[config.mk]
export PLATFORM = sky130hd
export DESIGN_NAME = ubrg_top
export DESIGN_NICKNAME = d
export VERILOG_FILES = /design/src/ubrg_pkg.sv /design/src/ubrg_top.sv
export VERILOG_INCLUDE_DIRS = /design/src /design/src/src
export SDC_FILE = /design/constraint.sdc
export NUM_CORES = 1
export LEC_CHECK = 0
export ABC_CLOCK_PERIOD_IN_PS = 3200
export BUFFER_PORTS_ARGS = -buffer_cell sky130_fd_sc_hd__buf_2
export CAP_MARGIN = 20
export CORE_UTILIZATION = 32
export CTS_CLUSTER_DIAMETER = 50
export DETAILED_ROUTE_END_ITERATION = 12
export GPL_TIMING_DRIVEN = 0
export REMOVE_ABC_BUFFERS = 1
export SYNTH_ARGS = -nofsm -noshare
export SYNTH_HDL_FRONTEND = slang
export SYNTH_SLANG_ARGS = --single-unit
[constraint.sdc]
create_clock -name i_clk -period 3.2 [get_ports i_clk]
set_input_delay 0.32 -clock i_clk [delete_from_list [all_inputs] [get_ports i_clk]]
set_output_delay 0.32 -clock i_clk [all_outputs]
set_load 0.1 [all_outputs]
[src/ubrg_consts.svh]
// Constants for the serial baud generator and port enable block.
// Assumes inclusion by bare name from the design file.
`ifndef UBRG_CONSTS_SVH
`define UBRG_CONSTS_SVH

// ----------------------------------------------------------------------
// Register offsets
// ----------------------------------------------------------------------
`define UBRG_OFS_RX_CTRL 8'h18
`define UBRG_OFS_TX_CTRL 8'h98
`define UBRG_OFS_DIVISOR 8'h99
`define UBRG_OFS_PORT_DIR 8'hA0
`define UBRG_OFS_INT_STAT 8'hA1
`define UBRG_OFS_INT_CLR 8'hA2
`define UBRG_OFS_INT_EN 8'hA3

// ----------------------------------------------------------------------
// Field positions
// ----------------------------------------------------------------------
`define UBRG_RX_SERIAL_EN 7
`define UBRG_RX_NINE 6
`define UBRG_RX_SINGLE 5
`define UBRG_RX_CONT 4
`define UBRG_RX_ADDR_DET 3
`define UBRG_RX_FRAME 2
`define UBRG_RX_OVERRUN 1
`define UBRG_RX_NINTH_BIT 0
`define UBRG_TX_CLK_SRC 7
`define UBRG_TX_SYNC 4
`define UBRG_TX_RSVD 3
`define UBRG_TX_HIGH_SPEED 2
`define UBRG_TX_SHIFT_EMPTY 1
`define UBRG_DIR_RX_PIN 1
`define UBRG_DIR_TX_PIN 2
`define UBRG_INT_OVERRUN 0
`define UBRG_INT_FRAME 1
`define UBRG_INT_NUM 2

// ----------------------------------------------------------------------
// Reset values, prescale limits (cycles per timer step, minus one) and master clock high steps
// ----------------------------------------------------------------------
`define UBRG_RST_BYTE 8'h00
`define UBRG_RST_PORT_DIR 8'hFF
`define UBRG_RST_PIN_SYNC 3'h7
`define UBRG_RST_PIN_LVL 1'b1
`define UBRG_PRE_ASYNC_LO 6'h3F
`define UBRG_PRE_ASYNC_HI 6'h0F
`define UBRG_PRE_SYNC 6'h03
`define UBRG_PRE_SYNC_HALF 6'h02

`endif

[src/ubrg_pkg.sv]
// Types for the serial baud generator and port enable block.
// Assumes the constants header is on the include path.
package ubrg_pkg;

    // ------------------------------------------------------------------
    // Bus carriers
    // ------------------------------------------------------------------
    typedef struct packed {
        logic [7:0] addr;
        logic [7:0] wdata;
        logic wr;
        logic rd;
    } ubrg_bus_req_t;

    // Receive datapath events, same clock as the block.
    typedef struct packed {
        logic byte_done;
        logic frame_err;
        logic ninth_bit;
        logic overrun;
    } ubrg_rx_evt_t;

    // ------------------------------------------------------------------
    // Rate modes, one-hot
    // ------------------------------------------------------------------
    typedef enum logic [3:0] {
        UBRG_MODE_ASYNC_LO = 4'h1,
        UBRG_MODE_ASYNC_HI = 4'h2,
        UBRG_MODE_SYNC_MST = 4'h4,
        UBRG_MODE_SYNC_SLV = 4'h8
    } ubrg_mode_t;

endpackage : ubrg_pkg

[src/ubrg_top.sv]
// Baud generator, serial pin enabling and receive status for a small USART.
// Assumes i_clk is the oscillator clock and the receive datapath sits outside.
//
// Strobed register access was chosen for this implementation.
`timescale 1ns/1ps
`default_nettype none
`include "ubrg_consts.svh"

module ubrg_top
(
    // Clock and reset
    input wire logic i_clk,
    input wire logic i_rst_n,
    // Register port
    input wire ubrg_pkg::ubrg_bus_req_t i_bus,
    output logic [7:0] o_rdata,
    // Receive datapath events
    input wire ubrg_pkg::ubrg_rx_evt_t i_rx_evt,
    input wire logic i_tx_shift_empty,
    // Baud timing
    output logic o_baud_tick,
    output logic o_port_active,
    // Receive data pin
    input wire logic i_rx_pin,
    output logic o_rx_pin,
    output logic o_rx_pin_oe,
    // Transmit or clock pin
    input wire logic i_tx_clk_pin,
    output logic o_tx_clk_pin,
    output logic o_tx_clk_pin_oe,
    // Interrupt
    output logic o_irq
);
    import ubrg_pkg::*;

    // ------------------------------------------------------------------
    // Decoding helpers
    // ------------------------------------------------------------------
    function automatic ubrg_mode_t mode_of(input logic [7:0] tx_ctrl);
        if (tx_ctrl[`UBRG_TX_SYNC] && tx_ctrl[`UBRG_TX_CLK_SRC])
            return UBRG_MODE_SYNC_MST;
        else if (tx_ctrl[`UBRG_TX_SYNC])
            return UBRG_MODE_SYNC_SLV;
        else if (tx_ctrl[`UBRG_TX_HIGH_SPEED])
            return UBRG_MODE_ASYNC_HI;
        else
            return UBRG_MODE_ASYNC_LO;
    endfunction : mode_of

    function automatic logic hit(input ubrg_bus_req_t req, input logic [7:0] ofs);
        return req.wr && (req.addr == ofs);
    endfunction : hit

    // ------------------------------------------------------------------
    // Register state
    // ------------------------------------------------------------------
    logic [7:0] rx_ctrl_q, rx_ctrl_d;
    logic [7:0] tx_ctrl_q, tx_ctrl_d;
    logic [7:0] divisor_q, divisor_d;
    logic [7:0] port_dir_q, port_dir_d;
    logic [`UBRG_INT_NUM-1:0] int_stat_q, int_stat_d;
    logic [`UBRG_INT_NUM-1:0] int_en_q, int_en_d;
    logic [7:0] rdata_q, rdata_d;
    logic [`UBRG_INT_NUM-1:0] int_evt;
    logic [`UBRG_INT_NUM-1:0] int_clr;
    logic div_wr;
    logic cont_fall;
    ubrg_mode_t mode;

    assign mode = mode_of(tx_ctrl_q);
    assign div_wr = hit(i_bus, `UBRG_OFS_DIVISOR);
    assign cont_fall = hit(i_bus, `UBRG_OFS_RX_CTRL) && rx_ctrl_q[`UBRG_RX_CONT]
                       && !i_bus.wdata[`UBRG_RX_CONT];
    assign int_evt[`UBRG_INT_OVERRUN] = i_rx_evt.overrun;
    assign int_evt[`UBRG_INT_FRAME] = i_rx_evt.byte_done && i_rx_evt.frame_err;
    assign int_clr = hit(i_bus, `UBRG_OFS_INT_CLR) ? i_bus.wdata[`UBRG_INT_NUM-1:0]
                                                   : '0;

    always_comb
    begin
        rx_ctrl_d = rx_ctrl_q;
        tx_ctrl_d = tx_ctrl_q;
        divisor_d = divisor_q;
        port_dir_d = port_dir_q;
        int_en_d = int_en_q;
        if (hit(i_bus, `UBRG_OFS_RX_CTRL))
        begin
            rx_ctrl_d[`UBRG_RX_SERIAL_EN:`UBRG_RX_ADDR_DET] = i_bus.wdata[`UBRG_RX_SERIAL_EN:`UBRG_RX_ADDR_DET];
        end
        if (hit(i_bus, `UBRG_OFS_TX_CTRL))
        begin
            tx_ctrl_d = i_bus.wdata;
            tx_ctrl_d[`UBRG_TX_RSVD] = 1'b0;
            tx_ctrl_d[`UBRG_TX_SHIFT_EMPTY] = 1'b0;
        end
        if (div_wr)
        begin
            divisor_d = i_bus.wdata;
        end
        if (hit(i_bus, `UBRG_OFS_PORT_DIR))
        begin
            port_dir_d = i_bus.wdata;
        end
        if (hit(i_bus, `UBRG_OFS_INT_EN))
        begin
            int_en_d = i_bus.wdata[`UBRG_INT_NUM-1:0];
        end
        // A new event in the same cycle as clearing continuous receive wins.
        if (cont_fall)
        begin
            rx_ctrl_d[`UBRG_RX_OVERRUN] = 1'b0;
        end
        if (i_rx_evt.overrun)
        begin
            rx_ctrl_d[`UBRG_RX_OVERRUN] = 1'b1;
        end
        if (i_rx_evt.byte_done)
        begin
            rx_ctrl_d[`UBRG_RX_FRAME] = i_rx_evt.frame_err;
            rx_ctrl_d[`UBRG_RX_NINTH_BIT] = i_rx_evt.ninth_bit;
        end
    end

    // Sticky interrupt bits: set beats clear in the same cycle.
    genvar gi;
    generate
        for (gi = 0; gi < `UBRG_INT_NUM; gi++)
        begin : g_int
            always_comb
            begin
                int_stat_d[gi] = (int_stat_q[gi] && !int_clr[gi]) || int_evt[gi];
            end
        end
    endgenerate

    always_comb
    begin
        rdata_d = `UBRG_RST_BYTE;
        if (i_bus.rd)
        begin
            case (i_bus.addr)
                `UBRG_OFS_RX_CTRL: rdata_d = rx_ctrl_q;
                `UBRG_OFS_TX_CTRL:
                begin
                    rdata_d = tx_ctrl_q;
                    rdata_d[`UBRG_TX_SHIFT_EMPTY] = i_tx_shift_empty;
                end
                `UBRG_OFS_DIVISOR: rdata_d = divisor_q;
                `UBRG_OFS_PORT_DIR: rdata_d = port_dir_q;
                `UBRG_OFS_INT_STAT: rdata_d[`UBRG_INT_NUM-1:0] = int_stat_q;
                `UBRG_OFS_INT_EN: rdata_d[`UBRG_INT_NUM-1:0] = int_en_q;
                default: rdata_d = `UBRG_RST_BYTE;
            endcase
        end
    end

    always_ff @(posedge i_clk)
    begin
        if (!i_rst_n)
        begin
            rx_ctrl_q <= `UBRG_RST_BYTE;
            tx_ctrl_q <= `UBRG_RST_BYTE;
            divisor_q <= `UBRG_RST_BYTE;
            port_dir_q <= `UBRG_RST_PORT_DIR;
            int_stat_q <= '0;
            int_en_q <= '0;
            rdata_q <= `UBRG_RST_BYTE;
        end
        else
        begin
            rx_ctrl_q <= rx_ctrl_d;
            tx_ctrl_q <= tx_ctrl_d;
            divisor_q <= divisor_d;
            port_dir_q <= port_dir_d;
            int_stat_q <= int_stat_d;
            int_en_q <= int_en_d;
            rdata_q <= rdata_d;
        end
    end

    assign o_rdata = rdata_q;
    assign o_irq = |(int_stat_q & int_en_q);

    // ------------------------------------------------------------------
    // External clock synchroniser for synchronous slave
    // ------------------------------------------------------------------
    logic [2:0] ext_sync_q, ext_sync_d;
    logic ext_lvl_q, ext_lvl_d;
    logic ext_rise;

    always_comb
    begin
        ext_sync_d = {ext_sync_q[1:0], i_tx_clk_pin};
        ext_lvl_d = ext_lvl_q;
        // The first stage is read only by the second.
        if (ext_sync_q[1] == ext_sync_q[2])
        begin
            ext_lvl_d = ext_sync_q[2];
        end
    end

    always_ff @(posedge i_clk)
    begin
        if (!i_rst_n)
        begin
            // Start at the idle-high level of the clock pin, so release brings no false edge.
            ext_sync_q <= `UBRG_RST_PIN_SYNC;
            ext_lvl_q <= `UBRG_RST_PIN_LVL;
        end
        else
        begin
            ext_sync_q <= ext_sync_d;
            ext_lvl_q <= ext_lvl_d;
        end
    end

    assign ext_rise = ext_lvl_d && !ext_lvl_q;

    // ------------------------------------------------------------------
    // Baud generator: prescaler then 8-bit timer
    // ------------------------------------------------------------------
    logic [5:0] pre_q, pre_d;
    logic [7:0] timer_q, timer_d;
    logic tick_q, tick_d;
    logic mclk_q, mclk_d;
    logic [5:0] pre_lim;
    logic pre_wrap;

    always_comb
    begin
        case (mode)
            UBRG_MODE_ASYNC_LO: pre_lim = `UBRG_PRE_ASYNC_LO;
            UBRG_MODE_ASYNC_HI: pre_lim = `UBRG_PRE_ASYNC_HI;
            UBRG_MODE_SYNC_MST: pre_lim = `UBRG_PRE_SYNC;
            UBRG_MODE_SYNC_SLV: pre_lim = `UBRG_PRE_SYNC;
            default: pre_lim = `UBRG_PRE_ASYNC_LO;
        endcase
    end

    assign pre_wrap = (pre_q == pre_lim);

    // One timer for every mode; the prescale changes with the mode, and synchronous slave ticks on external clock rises instead.
    always_comb
    begin
        pre_d = pre_wrap ? 6'h00 : pre_q + 6'h01;
        timer_d = timer_q;
        tick_d = 1'b0;
        if (pre_wrap)
        begin
            if (timer_q == divisor_q)
            begin
                timer_d = 8'h00;
                tick_d = 1'b1;
            end
            else
            begin
                timer_d = timer_q + 8'h01;
            end
        end
        // Restarting both stages makes a new divisor govern the very next period.
        if (div_wr)
        begin
            pre_d = 6'h00;
            timer_d = 8'h00;
        end
        // Master clock is high for the first half of timer step zero in each period.
        mclk_d = (timer_d == 8'h00) ? (pre_d < `UBRG_PRE_SYNC_HALF) : mclk_q;
        if (timer_d != 8'h00)
        begin
            mclk_d = 1'b0;
        end
        if (mode == UBRG_MODE_SYNC_SLV)
        begin
            tick_d = ext_rise;
        end
    end

    always_ff @(posedge i_clk)
    begin
        if (!i_rst_n)
        begin
            pre_q <= 6'h00;
            timer_q <= 8'h00;
            tick_q <= 1'b0;
            mclk_q <= 1'b0;
        end
        else
        begin
            pre_q <= pre_d;
            timer_q <= timer_d;
            tick_q <= tick_d;
            mclk_q <= mclk_d;
        end
    end

    assign o_baud_tick = tick_q;

    // ------------------------------------------------------------------
    // Pin enabling
    // ------------------------------------------------------------------
    // Datapaths are outside; pins only show idle levels or the master clock.
    assign o_port_active = rx_ctrl_q[`UBRG_RX_SERIAL_EN] && port_dir_q[`UBRG_DIR_RX_PIN]
                           && port_dir_q[`UBRG_DIR_TX_PIN];
    assign o_rx_pin = 1'b1;
    assign o_rx_pin_oe = 1'b0;
    assign o_tx_clk_pin = (mode == UBRG_MODE_SYNC_MST) ? mclk_q : 1'b1;
    assign o_tx_clk_pin_oe = o_port_active && (mode != UBRG_MODE_SYNC_SLV);

endmodule : ubrg_top

`default_nettype wire

Yosys cells after proc, flatten, opt, wreduce, memory -nomap -nowiden
Index checks and enable logic that the tools add are counted.
{ "word_totals": {"romBits": 0, "out_inout_bits": 15, "inputBits": 27, "elab_cells": 82, "ramBits": 0, "n_memories": 0, "regBits": 62, "latchBits": 0} }
{ "classes": {"n_eq_ne": 14, "magnitude_cmp": 1, "n_addsub": 2, "mux": 19, "reduce_logical": 29, "mul": 0, "div_mod_pow": 0, "n_bitwise": 2, "shift": 0} }
{ "ops": {"columns": ["cell", "n"], "rows": [
  ["== test 8 bit, second input constant", 6],
  ["2-to-1 mux 8 bit", 3],
  ["case mux 6 bit (4 select lines)", 1],
  ["logical AND 1 bit", 16],
  ["2-to-1 mux 6 bit", 2],
  ["case mux 2 bit (6 select lines)", 1],
  ["case mux 6 bit (2 select lines)", 1],
  ["adder 8 x 1 -> 8 bit, second input constant", 1],
  ["== test 8 x 5 -> 1 bit, second input constant", 1],
  ["== test 8 bit", 1],
  ["zero test 8 bit", 1],
  ["2-to-1 mux 4 bit", 2],
  ["nonzero test 8 bit", 1],
  ["2-to-1 mux 1 bit", 7],
  ["adder 6 x 1 -> 6 bit, second input constant", 1],
  ["== test 6 bit", 1],
  ["less-than comparator 6 x 2 -> 1 bit, second input constant", 1],
  ["OR reduction 2 bit", 3],
  ["== test 4 x 2 -> 1 bit, second input constant", 1],
  ["== test 4 x 3 -> 1 bit, second input constant", 1],
  ["== test 4 bit, second input constant", 1],
  ["zero test 1 bit", 4],
  ["2-to-1 mux 2 bit", 2],
  ["!= test 4 bit, second input constant", 1],
  ["6 further kinds", 7]
]} }

Logic depth before layout (Yosys ltp)
Gate-level depths: netlist of the first run.
{ "logic_depth": {"word_depth": 11, "ltp_mapped": 8, "mapped_depth_nobuf": 7} }

Worst setup path after synthesis of the first run
No wires, ideal clock.
{ "synth_timing": {"path_kind": "flip-flop to output port", "startpoint": "reg rx_ctrl_q[7]", "endpoint": "out o_tx_clk_pin_oe", "setup_slack_ns": 0.305, "t_arrival_ns": 2.575, "path_stages_with_launch": 3, "n_path_buf": 0, "cell_sequence": "dfxtp_1 -> and3_1 -> nor2b_1"} }
{ "synth_between": {"elab_chain_cells": 3} }
{ "synth_lines": {"columns": ["item", "line_no", "source"], "rows": [
  ["start, declared", "ubrg_top.sv:57", "logic [7:0] rx_ctrl_q, rx_ctrl_d;"],
  ["start signal, assigned", "ubrg_top.sv:161", "rx_ctrl_q <= `UBRG_RST_BYTE;"],
  ["start signal, assigned", "ubrg_top.sv:171", "rx_ctrl_q <= rx_ctrl_d;"],
  ["logical AND 1 bit (2 in series)", "ubrg_top.sv:302", "assign o_port_active = rx_ctrl_q[`UBRG_RX_SERIAL_EN] && port_dir_q[`UBRG_DIR_RX_PIN]"],
  ["net o_port_active", "ubrg_top.sv:22", "output logic o_port_active,"],
  ["logical AND 1 bit", "ubrg_top.sv:307", "assign o_tx_clk_pin_oe = o_port_active && (mode != UBRG_MODE_SYNC_SLV);"],
  ["end, declared", "ubrg_top.sv:30", "output logic o_tx_clk_pin_oe,"]
]} }
The timed path passes the listed nets, and every way through them passes these cells.

Worst setup path in the final report of the first run
{ "layout_timing": {"startpoint": "in i_bus[11] (netlist name)", "endpoint": "reg mclk_q"} }
{ "layout_between": {"elab_chain_cells": 5, "word_cells_on_any_way": 8} }
{ "layout_lines": {"columns": ["item", "line_no", "source"], "rows": [
  ["start, declared", "ubrg_top.sv:15", "input wire ubrg_pkg::ubrg_bus_req_t i_bus,"],
  ["== test 8 bit *", "ubrg_top.sv:51", "return req.wr && (req.addr == ofs);"],
  ["logical AND 1 bit *", "ubrg_top.sv:51", null],
  ["branches (longest 3 deep; another with less-than comparator 6 x 2 -> 1 bit)", null, null],
  ["end signal, assigned", "ubrg_top.sv:292", "mclk_q <= mclk_d;"],
  ["end, declared", "ubrg_top.sv:225", "logic mclk_q, mclk_d;"]
]} }
Mark *: on every way between the ends.
A chain may end at the register's enable or synchronous reset.

==> summary.txt, run 1 <==
=================================================================================================
Run status ......................................................................... finished, final reports clean
Cell with the most instances after synthesis ....................................... sky130_fd_sc_hd__dfxtp_1
Final core area utilization ........................................................        37.9%
DR WL/cell .........................................................................      14.2 um
Critical path data arrival time ....................................................      2.73 ns
Proportion of register bits with asynchronous set or reset after synthesis .........           0%
Mean cell area of the mapped netlist ...............................................   8.77 sq um
Sequential share of power ..........................................................        47.1%
Layout Cells excl Fill .............................................................          482
Post-synth top cells ............................................................... sky130_fd_sc_hd__dfxtp_1 (62), sky130_fd_sc_hd__nand2_1 (55), sky130_fd_sc_hd__nand3_1 (36)
CP Buf/Inv Count ...................................................................            1
Input/output buffers ...............................................................           38
Maximum cell stage delay along the critical path ...................................      0.71 ns
Count of buffers added by post-CTS timing repair for setup .........................            0
Chip Width .........................................................................      98.8 um
DRT iter0 DRCs .....................................................................           85
Unrepaired setup endpoints after global routing ....................................        false
Tcrit/Tclk final ...................................................................        77.2%
Source-to-sink clock delay at the later pin of the worst-skew pair .................      0.35 ns
Crit. End Element ..................................................................         flop
Ys flop type ....................................................................... sky130_fd_sc_hd__dfxtp_1
Post-cts sizing count ..............................................................            0
Worst setup skew after layout ......................................................   0.00986 ns
Max Slew Vio Count .................................................................            0
Placed cell count ..................................................................          466
Total setup violations reported at the end of the flow .............................            0
Aggregate routed wire length .......................................................      6.86 mm
Critical Setup Path Class .......................................................... input port to flop
Maximum operating frequency ........................................................      405 MHz
Drt drc ............................................................................            0
Synthesis-stage register bit count .................................................           62
Number of vias after detailed routing ..............................................        2,484
Tot GR Track Use ...................................................................        15.6%
Placer Congestion ..................................................................        0.849
Drt via density ....................................................................         5.15
Clock sink total ...................................................................           62
Final setup TNS ....................................................................         0 ns
Peak fanout along the critical path ................................................           18
Cell leakage power .................................................................      1.36 nW
Worst-margin pin slew ..............................................................     0.892 ns
Initial cell density of the core ...................................................        33.7%
Overall die height .................................................................      98.8 um
Switching Fraction .................................................................        23.7%
Power, Total .......................................................................      1.68 mW
I/O pin total ......................................................................           42
Area of the die ....................................................................   9770 sq um
Synth Instances ....................................................................          342
Clock-pin transition on the worst setup and hold timing paths ......................      0.07 ns
Worst IR drop on VDD ...............................................................       176 uV
Top cell type's share of synthesized area ..........................................        41.4%
Root buffer cell ................................................................... sky130_fd_sc_hd__clkbuf_8
Pre-Repair DR Iteration Count ......................................................            4
Cell Area, Synth ...................................................................   3000 sq um
Vias in the first global route .....................................................        2,440
Number of enable flip-flop cells after synthesis ...................................            0
Seq/Total Area, Yosys ..............................................................        41.4%
First-pass GRT wire length .........................................................      12.0 mm
Combinational share of power .......................................................         5.4%
Number of distinct library cell variants in the gate-level netlist after synthesis .           53
Area of the core ...................................................................   8890 sq um
Hold buffers post-CTS ..............................................................            0
Htree depth ........................................................................            3
Hold Vio Cnt, Final ................................................................            0
Part of the total power dissipated in the clock network ............................        47.5%
Number of antenna cells inserted ...................................................            0
Critical Path, Cell by Cell ........................................................ buf_2 -> nor4bb_4 -> and4_1 -> nand2_1 -> o311ai_0 -> o21ai_0 -> nor4b_2
Biggest area contributors in the synthesized netlist ............................... sky130_fd_sc_hd__dfxtp_1 (41%), sky130_fd_sc_hd__nand2_1 (6.9%), sky130_fd_sc_hd__nand3_1 (6.0%), sky130_fd_sc_hd__a21boi_0 (4.0%), sky130_fd_sc_hd__xor2_1 (3.8%)
Post-route minimum period ..........................................................      2.47 ns
Number of antenna violations at the first check in global routing ..................            0
Required arrival time at the worst endpoint ........................................      3.46 ns
Kind of launch point of the worst setup path .......................................   input port
Remaining global-route overflow ....................................................            0
Crit path max-delay cell type ...................................................... sky130_fd_sc_hd__and4_1
Power per Cell Area ................................................................  499 nW/um^2
Cell Rows ..........................................................................           34
Cell family with most CP delay ..................................................... simple AND/OR/NAND/NOR gates
Antenna viol nets, final ...........................................................            0
Number of CTS-inserted buffers .....................................................            9
Total internal power ...............................................................      1.28 mW
Library cell occupying the most area in the post-synthesis netlist ................. sky130_fd_sc_hd__dfxtp_1
Net switching power ................................................................     0.399 mW
TritonCTS clock tree ...............................................................         done
Post-detailed-placement half-perimeter wirelength ..................................      4.73 mm
Class of the worst hold path ....................................................... input port to flop
MaxCap Viol Count ..................................................................            0
Layout cell share with drive strength beyond 1 .....................................        16.6%
Area added between synthesis and finish ............................................        12.3%
Synth warn .........................................................................            0
Largest net degree at the start of global routing ..................................           45
Headroom to the max-slew limit .....................................................        40.2%
Final Net Count ....................................................................          398
Clock Tree Buf Depth ...............................................................            2
=================================================================================================
[cell type report]
type                            count  area, sq um
Clock buffer                       10          138
Clock inverter                      6         92.6
Fill cell                         909         5520
Inverter                            5         18.8
Multi-Input combinational cell    251         1540
Sequential cell                    62         1240
Tap cell                          108          135
Timing Repair Buffer               40          203
[registers in the layout, indices dropped and copies added (netlist names)]
name / flops
divisor_q: 8
ext_lvl_q: 1
ext_sync_q: 3
int_en_q: 2
int_stat_q: 2
mclk_q: 1
o_baud_tick: 1
o_rdata: 8
port_dir_q: 8
pre_q: 6
rx_ctrl_q: 8
timer_q: 8
tx_ctrl_q: 6
[cell usage in the layout, fill, tap and decap left out, types with 2 or more instances in the layout]
master	instances
sky130_fd_sc_hd__a21boi_0	16
sky130_fd_sc_hd__a21oi_1	12
sky130_fd_sc_hd__a221oi_1	2
sky130_fd_sc_hd__a22oi_1	13
sky130_fd_sc_hd__a41oi_1	2
sky130_fd_sc_hd__and2_1	5
sky130_fd_sc_hd__and3_1	2
sky130_fd_sc_hd__buf_2	39
sky130_fd_sc_hd__bufinv_16	2
sky130_fd_sc_hd__clkbuf_8	10
sky130_fd_sc_hd__clkinvlp_4	2
sky130_fd_sc_hd__conb_1	2
sky130_fd_sc_hd__dfxtp_1	62
sky130_fd_sc_hd__ha_1	2
sky130_fd_sc_hd__inv_1	5
sky130_fd_sc_hd__inv_6	2
sky130_fd_sc_hd__mux2i_1	10
sky130_fd_sc_hd__nand2_1	55
sky130_fd_sc_hd__nand2b_1	3
sky130_fd_sc_hd__nand3_1	36
sky130_fd_sc_hd__nand4_1	2
sky130_fd_sc_hd__nor2_1	21
sky130_fd_sc_hd__nor2b_1	12
sky130_fd_sc_hd__nor3_1	5
sky130_fd_sc_hd__nor4_1	3
sky130_fd_sc_hd__o21ai_0	3
sky130_fd_sc_hd__xnor2_1	8
sky130_fd_sc_hd__xor2_1	13
[routing by layer]
metal  share of wire, %  vias to the layer above  track usage [%]
met5                  0                        -                0
met4               0.89                        0             3.79
met3                4.8                        5             4.96
met2                 46                       57             25.4
met1                 48                     1180             19.9
li1                   -                     1242                -
[cells by family (layout without fill, tap and decap cells)]
kind of cell,count (synthesis),count (layout),synth area share [%]
flops,62,62,41.4
mux,10,10,3.34
other cells,2,2,0.250
compound gates,63,63,15.6
fa+ha+maj,2,2,0.834
buf+inv,29,61,7.26
xor+xnor,21,21,6.13
simple gates,153,153,25.3
[power by group through the flow]
stage                     Clock, mW  Sequential [mW]  Combinational (mW)
final                         0.799            0.792              0.0899
after CTS                     0.823            0.792              0.0903
after floorplan                   0            0.808              0.0453
after global placement            0            0.809              0.0893
after global routing          0.855            0.794              0.0994
after detailed placement          0            0.810              0.0899
[final timing paths]
check | start | endpoint | slack (ns) | depth (start not counted)
hold reg to reg | ext_sync_q[0]$_SDFF_PN1_ | ext_sync_q[1]$_SDFF_PN1_ | 0.41 | 1
setup / recovery | i_bus[11] | mclk_q$_SDFFE_PP0N_ | 0.73 | 7
setup reg to reg | pre_q[0]$_SDFF_PP0_ | mclk_q$_SDFFE_PP0N_ | 1.02 | 7
hold / removal | i_tx_clk_pin | ext_sync_q[0]$_SDFF_PN1_ | 0.14 | 2
[through the flow]
step / instance area (sq um) / worst slack, ns / hold WS, ns
3_3_place_gp: 3130 / 0.283 / 0.397
4_1_cts: 3370 / 0.722 / 0.124
6_report: 3370 / 0.731 / 0.144
2_1_floorplan: 2800 / 0.305 / 0.386
5_1_grt: 3370 / 0.509 / 0.136
3_5_place_dp: 3140 / 0.371 / 0.399
Note: power is estimated with default switching activity, not from simulation.
==> run 2: changes to the inputs <==
ABC_AREA = 1   (was not set)
ABC_CLOCK_PERIOD_IN_PS = 2000   (was 3200)
clock period = 2 ns   (was 3.2 ns; I/O delays follow)
==> summary.txt, run 2 <==
=================================================================================================
DR WL/cell .........................................................................      12.1 um   was 14.2 um
Antenna viol nets, final ...........................................................            0   unchanged
Most frequent cells in the layout .................................................. sky130_fd_sc_hd__nand2_1 (109), sky130_fd_sc_hd__dfxtp_1 (62), sky130_fd_sc_hd__inv_1 (60), sky130_fd_sc_hd__nor2_1 (43), sky130_fd_sc_hd__buf_2 (38)   was sky130_fd_sc_hd__dfxtp_1 (62), sky130_fd_sc_hd__nand2_1 (55), sky130_fd_sc_hd__buf_2 (39), sky130_fd_sc_hd__nand3_1 (36), sky130_fd_sc_hd__nor2_1 (21)
Tcrit/Tclk final ...................................................................        89.9%
Library cell occupying the most area in the post-synthesis netlist ................. sky130_fd_sc_hd__dfxtp_1   unchanged
Worst setup slack after placement ..................................................    -0.319 ns   was 0.371 ns
Aggregate routed wire length .......................................................      7.47 mm   was 6.86 mm
Unrepaired setup endpoints after global routing ....................................        false   unchanged
Sequential share of power ..........................................................        49.4%   was 47.1%
DRT iter0 DRCs .....................................................................          173   was 85
Chip Width .........................................................................       100 um   was 98.8 um
Source-to-sink clock delay at the later pin of the worst-skew pair .................      0.34 ns   was 0.35 ns
Post-route minimum period ..........................................................      1.80 ns
Layout filler cell count ...........................................................        1,012   was 909
Tot GR Track Use ...................................................................        15.4%   was 15.6%
Input/output buffers ...............................................................           38   unchanged
MaxCap Viol Count ..................................................................            0   unchanged
Combinational share of power .......................................................         6.0%   was 5.4%
Maximum operating frequency ........................................................      556 MHz
Number of antenna violations at the first check in global routing ..................            0   unchanged
Drt via density ....................................................................         4.75   was 5.15
Critical Setup Path Class .......................................................... flop to primary output   was input port to flop
Layout Cells excl Fill .............................................................          618   was 482
Placer Congestion ..................................................................        0.807   was 0.849
Clock Tree Buf Depth ...............................................................            2   unchanged
Switching Fraction .................................................................        23.2%   was 23.7%
Ys flop type ....................................................................... sky130_fd_sc_hd__dfxtp_1   unchanged
Biggest area contributors in the synthesized netlist ............................... sky130_fd_sc_hd__dfxtp_1 (40%), sky130_fd_sc_hd__nand2_1 (13%), sky130_fd_sc_hd__inv_1 (7.3%), sky130_fd_sc_hd__nor2_1 (5.2%), sky130_fd_sc_hd__a21oi_1 (4.9%)   was sky130_fd_sc_hd__dfxtp_1 (41%), sky130_fd_sc_hd__nand2_1 (6.9%), sky130_fd_sc_hd__nand3_1 (6.0%), sky130_fd_sc_hd__a21boi_0 (4.0%), sky130_fd_sc_hd__xor2_1 (3.8%)
First-pass GRT wire length .........................................................      12.0 mm   about the same
Final Net Count ....................................................................          514   was 398
Count of buffers added by post-CTS timing repair for setup .........................            0   unchanged
Seq/Total Area, Yosys ..............................................................        40.1%   was 41.4%
Origin of the worst min-delay path ................................................. i_tx_clk_pin   unchanged
Kind of launch point of the worst setup path .......................................         flop   was input port
Most common library cell in the layout ignoring fill and taps ...................... sky130_fd_sc_hd__nand2_1   was sky130_fd_sc_hd__dfxtp_1
Clock sink total ...................................................................           62   unchanged
TritonCTS clock tree ...............................................................         done   unchanged
Hold WS ............................................................................    0.0470 ns   was 0.144 ns
Worst IR drop on VDD ...............................................................       373 uV   was 176 uV
Placed cell count ..................................................................          603   was 466
Layout cell share with drive strength beyond 1 .....................................        17.4%   was 16.6%
Number of antenna cells inserted ...................................................            0   unchanged
Headroom to the max-slew limit .....................................................        51.2%   was 40.2%
Crit. End Element .................................................................. primary output   was flop
Critical path data arrival time ....................................................      1.60 ns   was 2.73 ns
Synthesis-stage register bit count .................................................           62   unchanged
Class of the worst hold path ....................................................... input port to flop   unchanged
Post-synth top cells ............................................................... sky130_fd_sc_hd__nand2_1 (109), sky130_fd_sc_hd__dfxtp_1 (62), sky130_fd_sc_hd__inv_1 (60)   was sky130_fd_sc_hd__dfxtp_1 (62), sky130_fd_sc_hd__nand2_1 (55), sky130_fd_sc_hd__nand3_1 (36)
Pre-Repair DR Iteration Count ......................................................            4   unchanged
Number of distinct library cell variants in the gate-level netlist after synthesis .           39   was 53
Part of the total power dissipated in the clock network ............................        44.6%   was 47.5%
Net switching power ................................................................     0.596 mW   was 0.399 mW
Synth warn .........................................................................            0   unchanged
Post-detailed-placement half-perimeter wirelength ..................................      5.48 mm   was 4.73 mm
Clock-pin transition on the worst setup and hold timing paths ......................      0.07 ns   about the same
Mean cell area of the mapped netlist ...............................................   6.89 sq um   was 8.77 sq um
Largest net degree at the start of global routing ..................................           35   was 45
Max Slew Vio Count .................................................................            0   unchanged
Total internal power ...............................................................      1.97 mW   was 1.28 mW
Number of vias after detailed routing ..............................................        2,938   was 2,484
Root buffer cell ................................................................... sky130_fd_sc_hd__clkbuf_8   unchanged
Cell leakage power .................................................................      1.60 nW   was 1.36 nW
Worst reg2reg startpoint ........................................................... tx_ctrl_q[4]$_SDFFE_PN0P_   was pre_q[0]$_SDFF_PP0_
Drt drc ............................................................................            0   unchanged
Power per Cell Area ................................................................  716 nW/um^2   was 499 nW/um^2
Area added between synthesis and finish ............................................        15.8%   was 12.3%
PnR worst setup slack ..............................................................     0.203 ns   was 0.731 ns
Cell with the most instances after synthesis ....................................... sky130_fd_sc_hd__nand2_1   was sky130_fd_sc_hd__dfxtp_1
Synth Instances ....................................................................          449   was 342
I/O pin total ......................................................................           42   unchanged
Remaining global-route overflow ....................................................            0   unchanged
Vias in the first global route .....................................................        2,580   was 2,440
Cell Area, Synth ...................................................................   3100 sq um   was 3000 sq um
Htree depth ........................................................................            3   unchanged
Hold Vio Cnt, Final ................................................................            0   unchanged
Initial cell density of the core ...................................................        33.3%   was 33.7%
Proportion of register bits with asynchronous set or reset after synthesis .........           0%   unchanged
Peak fanout along the critical path ................................................            5   was 18
Register Area ......................................................................   1240 sq um   unchanged
Worst setup skew after layout ......................................................   0.00793 ns   was 0.00986 ns
Area of the core ...................................................................   9280 sq um   was 8890 sq um
Overall die height .................................................................       100 um   was 98.8 um
Total setup violations reported at the end of the flow .............................            0   unchanged
Cell Rows ..........................................................................           35   was 34
Run status ......................................................................... finished, final reports clean   unchanged
Number of enable flip-flop cells after synthesis ...................................            0   unchanged
Top cell type's share of synthesized area ..........................................        40.1%   was 41.4%
Area of the multi-input gates ......................................................   1520 sq um   was 1540 sq um
Area of the die .................................................................... 10,100 sq um   was 9770 sq um
Final std cell area, no fill .......................................................   3580 sq um   was 3370 sq um
Required arrival time at the worst endpoint ........................................      1.80 ns   was 3.46 ns
Crit path from ..................................................................... tx_ctrl_q[4]$_SDFFE_PN0P_   was i_bus[11]
Final setup TNS ....................................................................         0 ns   unchanged
Number of CTS-inserted buffers .....................................................            9   unchanged
Total placed instance area .........................................................   3370 sq um   was 3140 sq um
Final core area utilization ........................................................        38.6%   was 37.9%
Power, Total .......................................................................      2.57 mW   was 1.68 mW
Worst-margin pin slew ..............................................................     0.731 ns   was 0.892 ns
=================================================================================================
==> run 2: cell type report <==
cell class	count	area share [%]
Multi-Input combinational cell	304	42.4
Sequential cell	62	34.6
Inverter	70	7.40
Timing Repair Buffer	38	5.31
Clock buffer	12	4.61
Tap cell	129	4.50
Clock inverter	3	1.19
==> run 2: cell families (layout without fill, tap and decap cells) <==
logic type / Yosys count / in the layout / share of synthesized area, %
XOR/XNOR: 2 / 2 / 0.566
buffers and inverters: 83 / 123 / 11.0
other: 2 / 2 / 0.243
AND/OR/NAND/NOR: 215 / 215 / 32.3
adder cells (fa/ha/maj): 2 / 2 / 0.808
flip-flops: 62 / 62 / 40.1
AO/OA/AOI/OAI: 83 / 83 / 15.0
==> run 2: path summary, 6_finish.rpt <==
kind | slack [ns] | depth (start not counted) | to
worst max-delay path | 0.20 | 4 | o_tx_clk_pin_oe
worst min-delay path | 0.05 | 2 | ext_sync_q[0]$_SDFF_PN1_
worst max register to register | 0.22 | 12 | mclk_q$_SDFFE_PP0N_
worst min register to register | 0.42 | 1 | ext_sync_q[1]$_SDFF_PN1_
==> run 2: what timing repair did <==
action,4_1_cts,5_1_grt
resized for setup,0,1
setup endpoints to repair,0,1
hold endpoints to repair,0,0
hold buffers,0,0
==> run 2: layer usage <==
metal	up-vias	share of wire [%]	GRT usage (%)
met5	-	0	0
met3	7	4.3	3.90
met1	1340	50	20.7
li1	1521	-	-
met4	0	1.2	5.46
met2	70	45	23.8
==> run 2: worst max-delay path, stage by stage, from the launching register on <==
cell                      delay, ns
sky130_fd_sc_hd__dfxtp_1       0.38
sky130_fd_sc_hd__inv_2         0.16
sky130_fd_sc_hd__nor2_1        0.08
sky130_fd_sc_hd__nor4_1        0.17
sky130_fd_sc_hd__buf_2         0.47
==> run 2: power groups by stage <==
stage	sequential, mW	clock, mW	combinational, mW
3_3_place_gp	1.29	0	0.149
4_1_cts	1.27	1.18	0.153
3_5_place_dp	1.29	0	0.152
6_report	1.27	1.15	0.153
2_1_floorplan	1.29	0	0.0885
5_1_grt	1.27	1.22	0.173
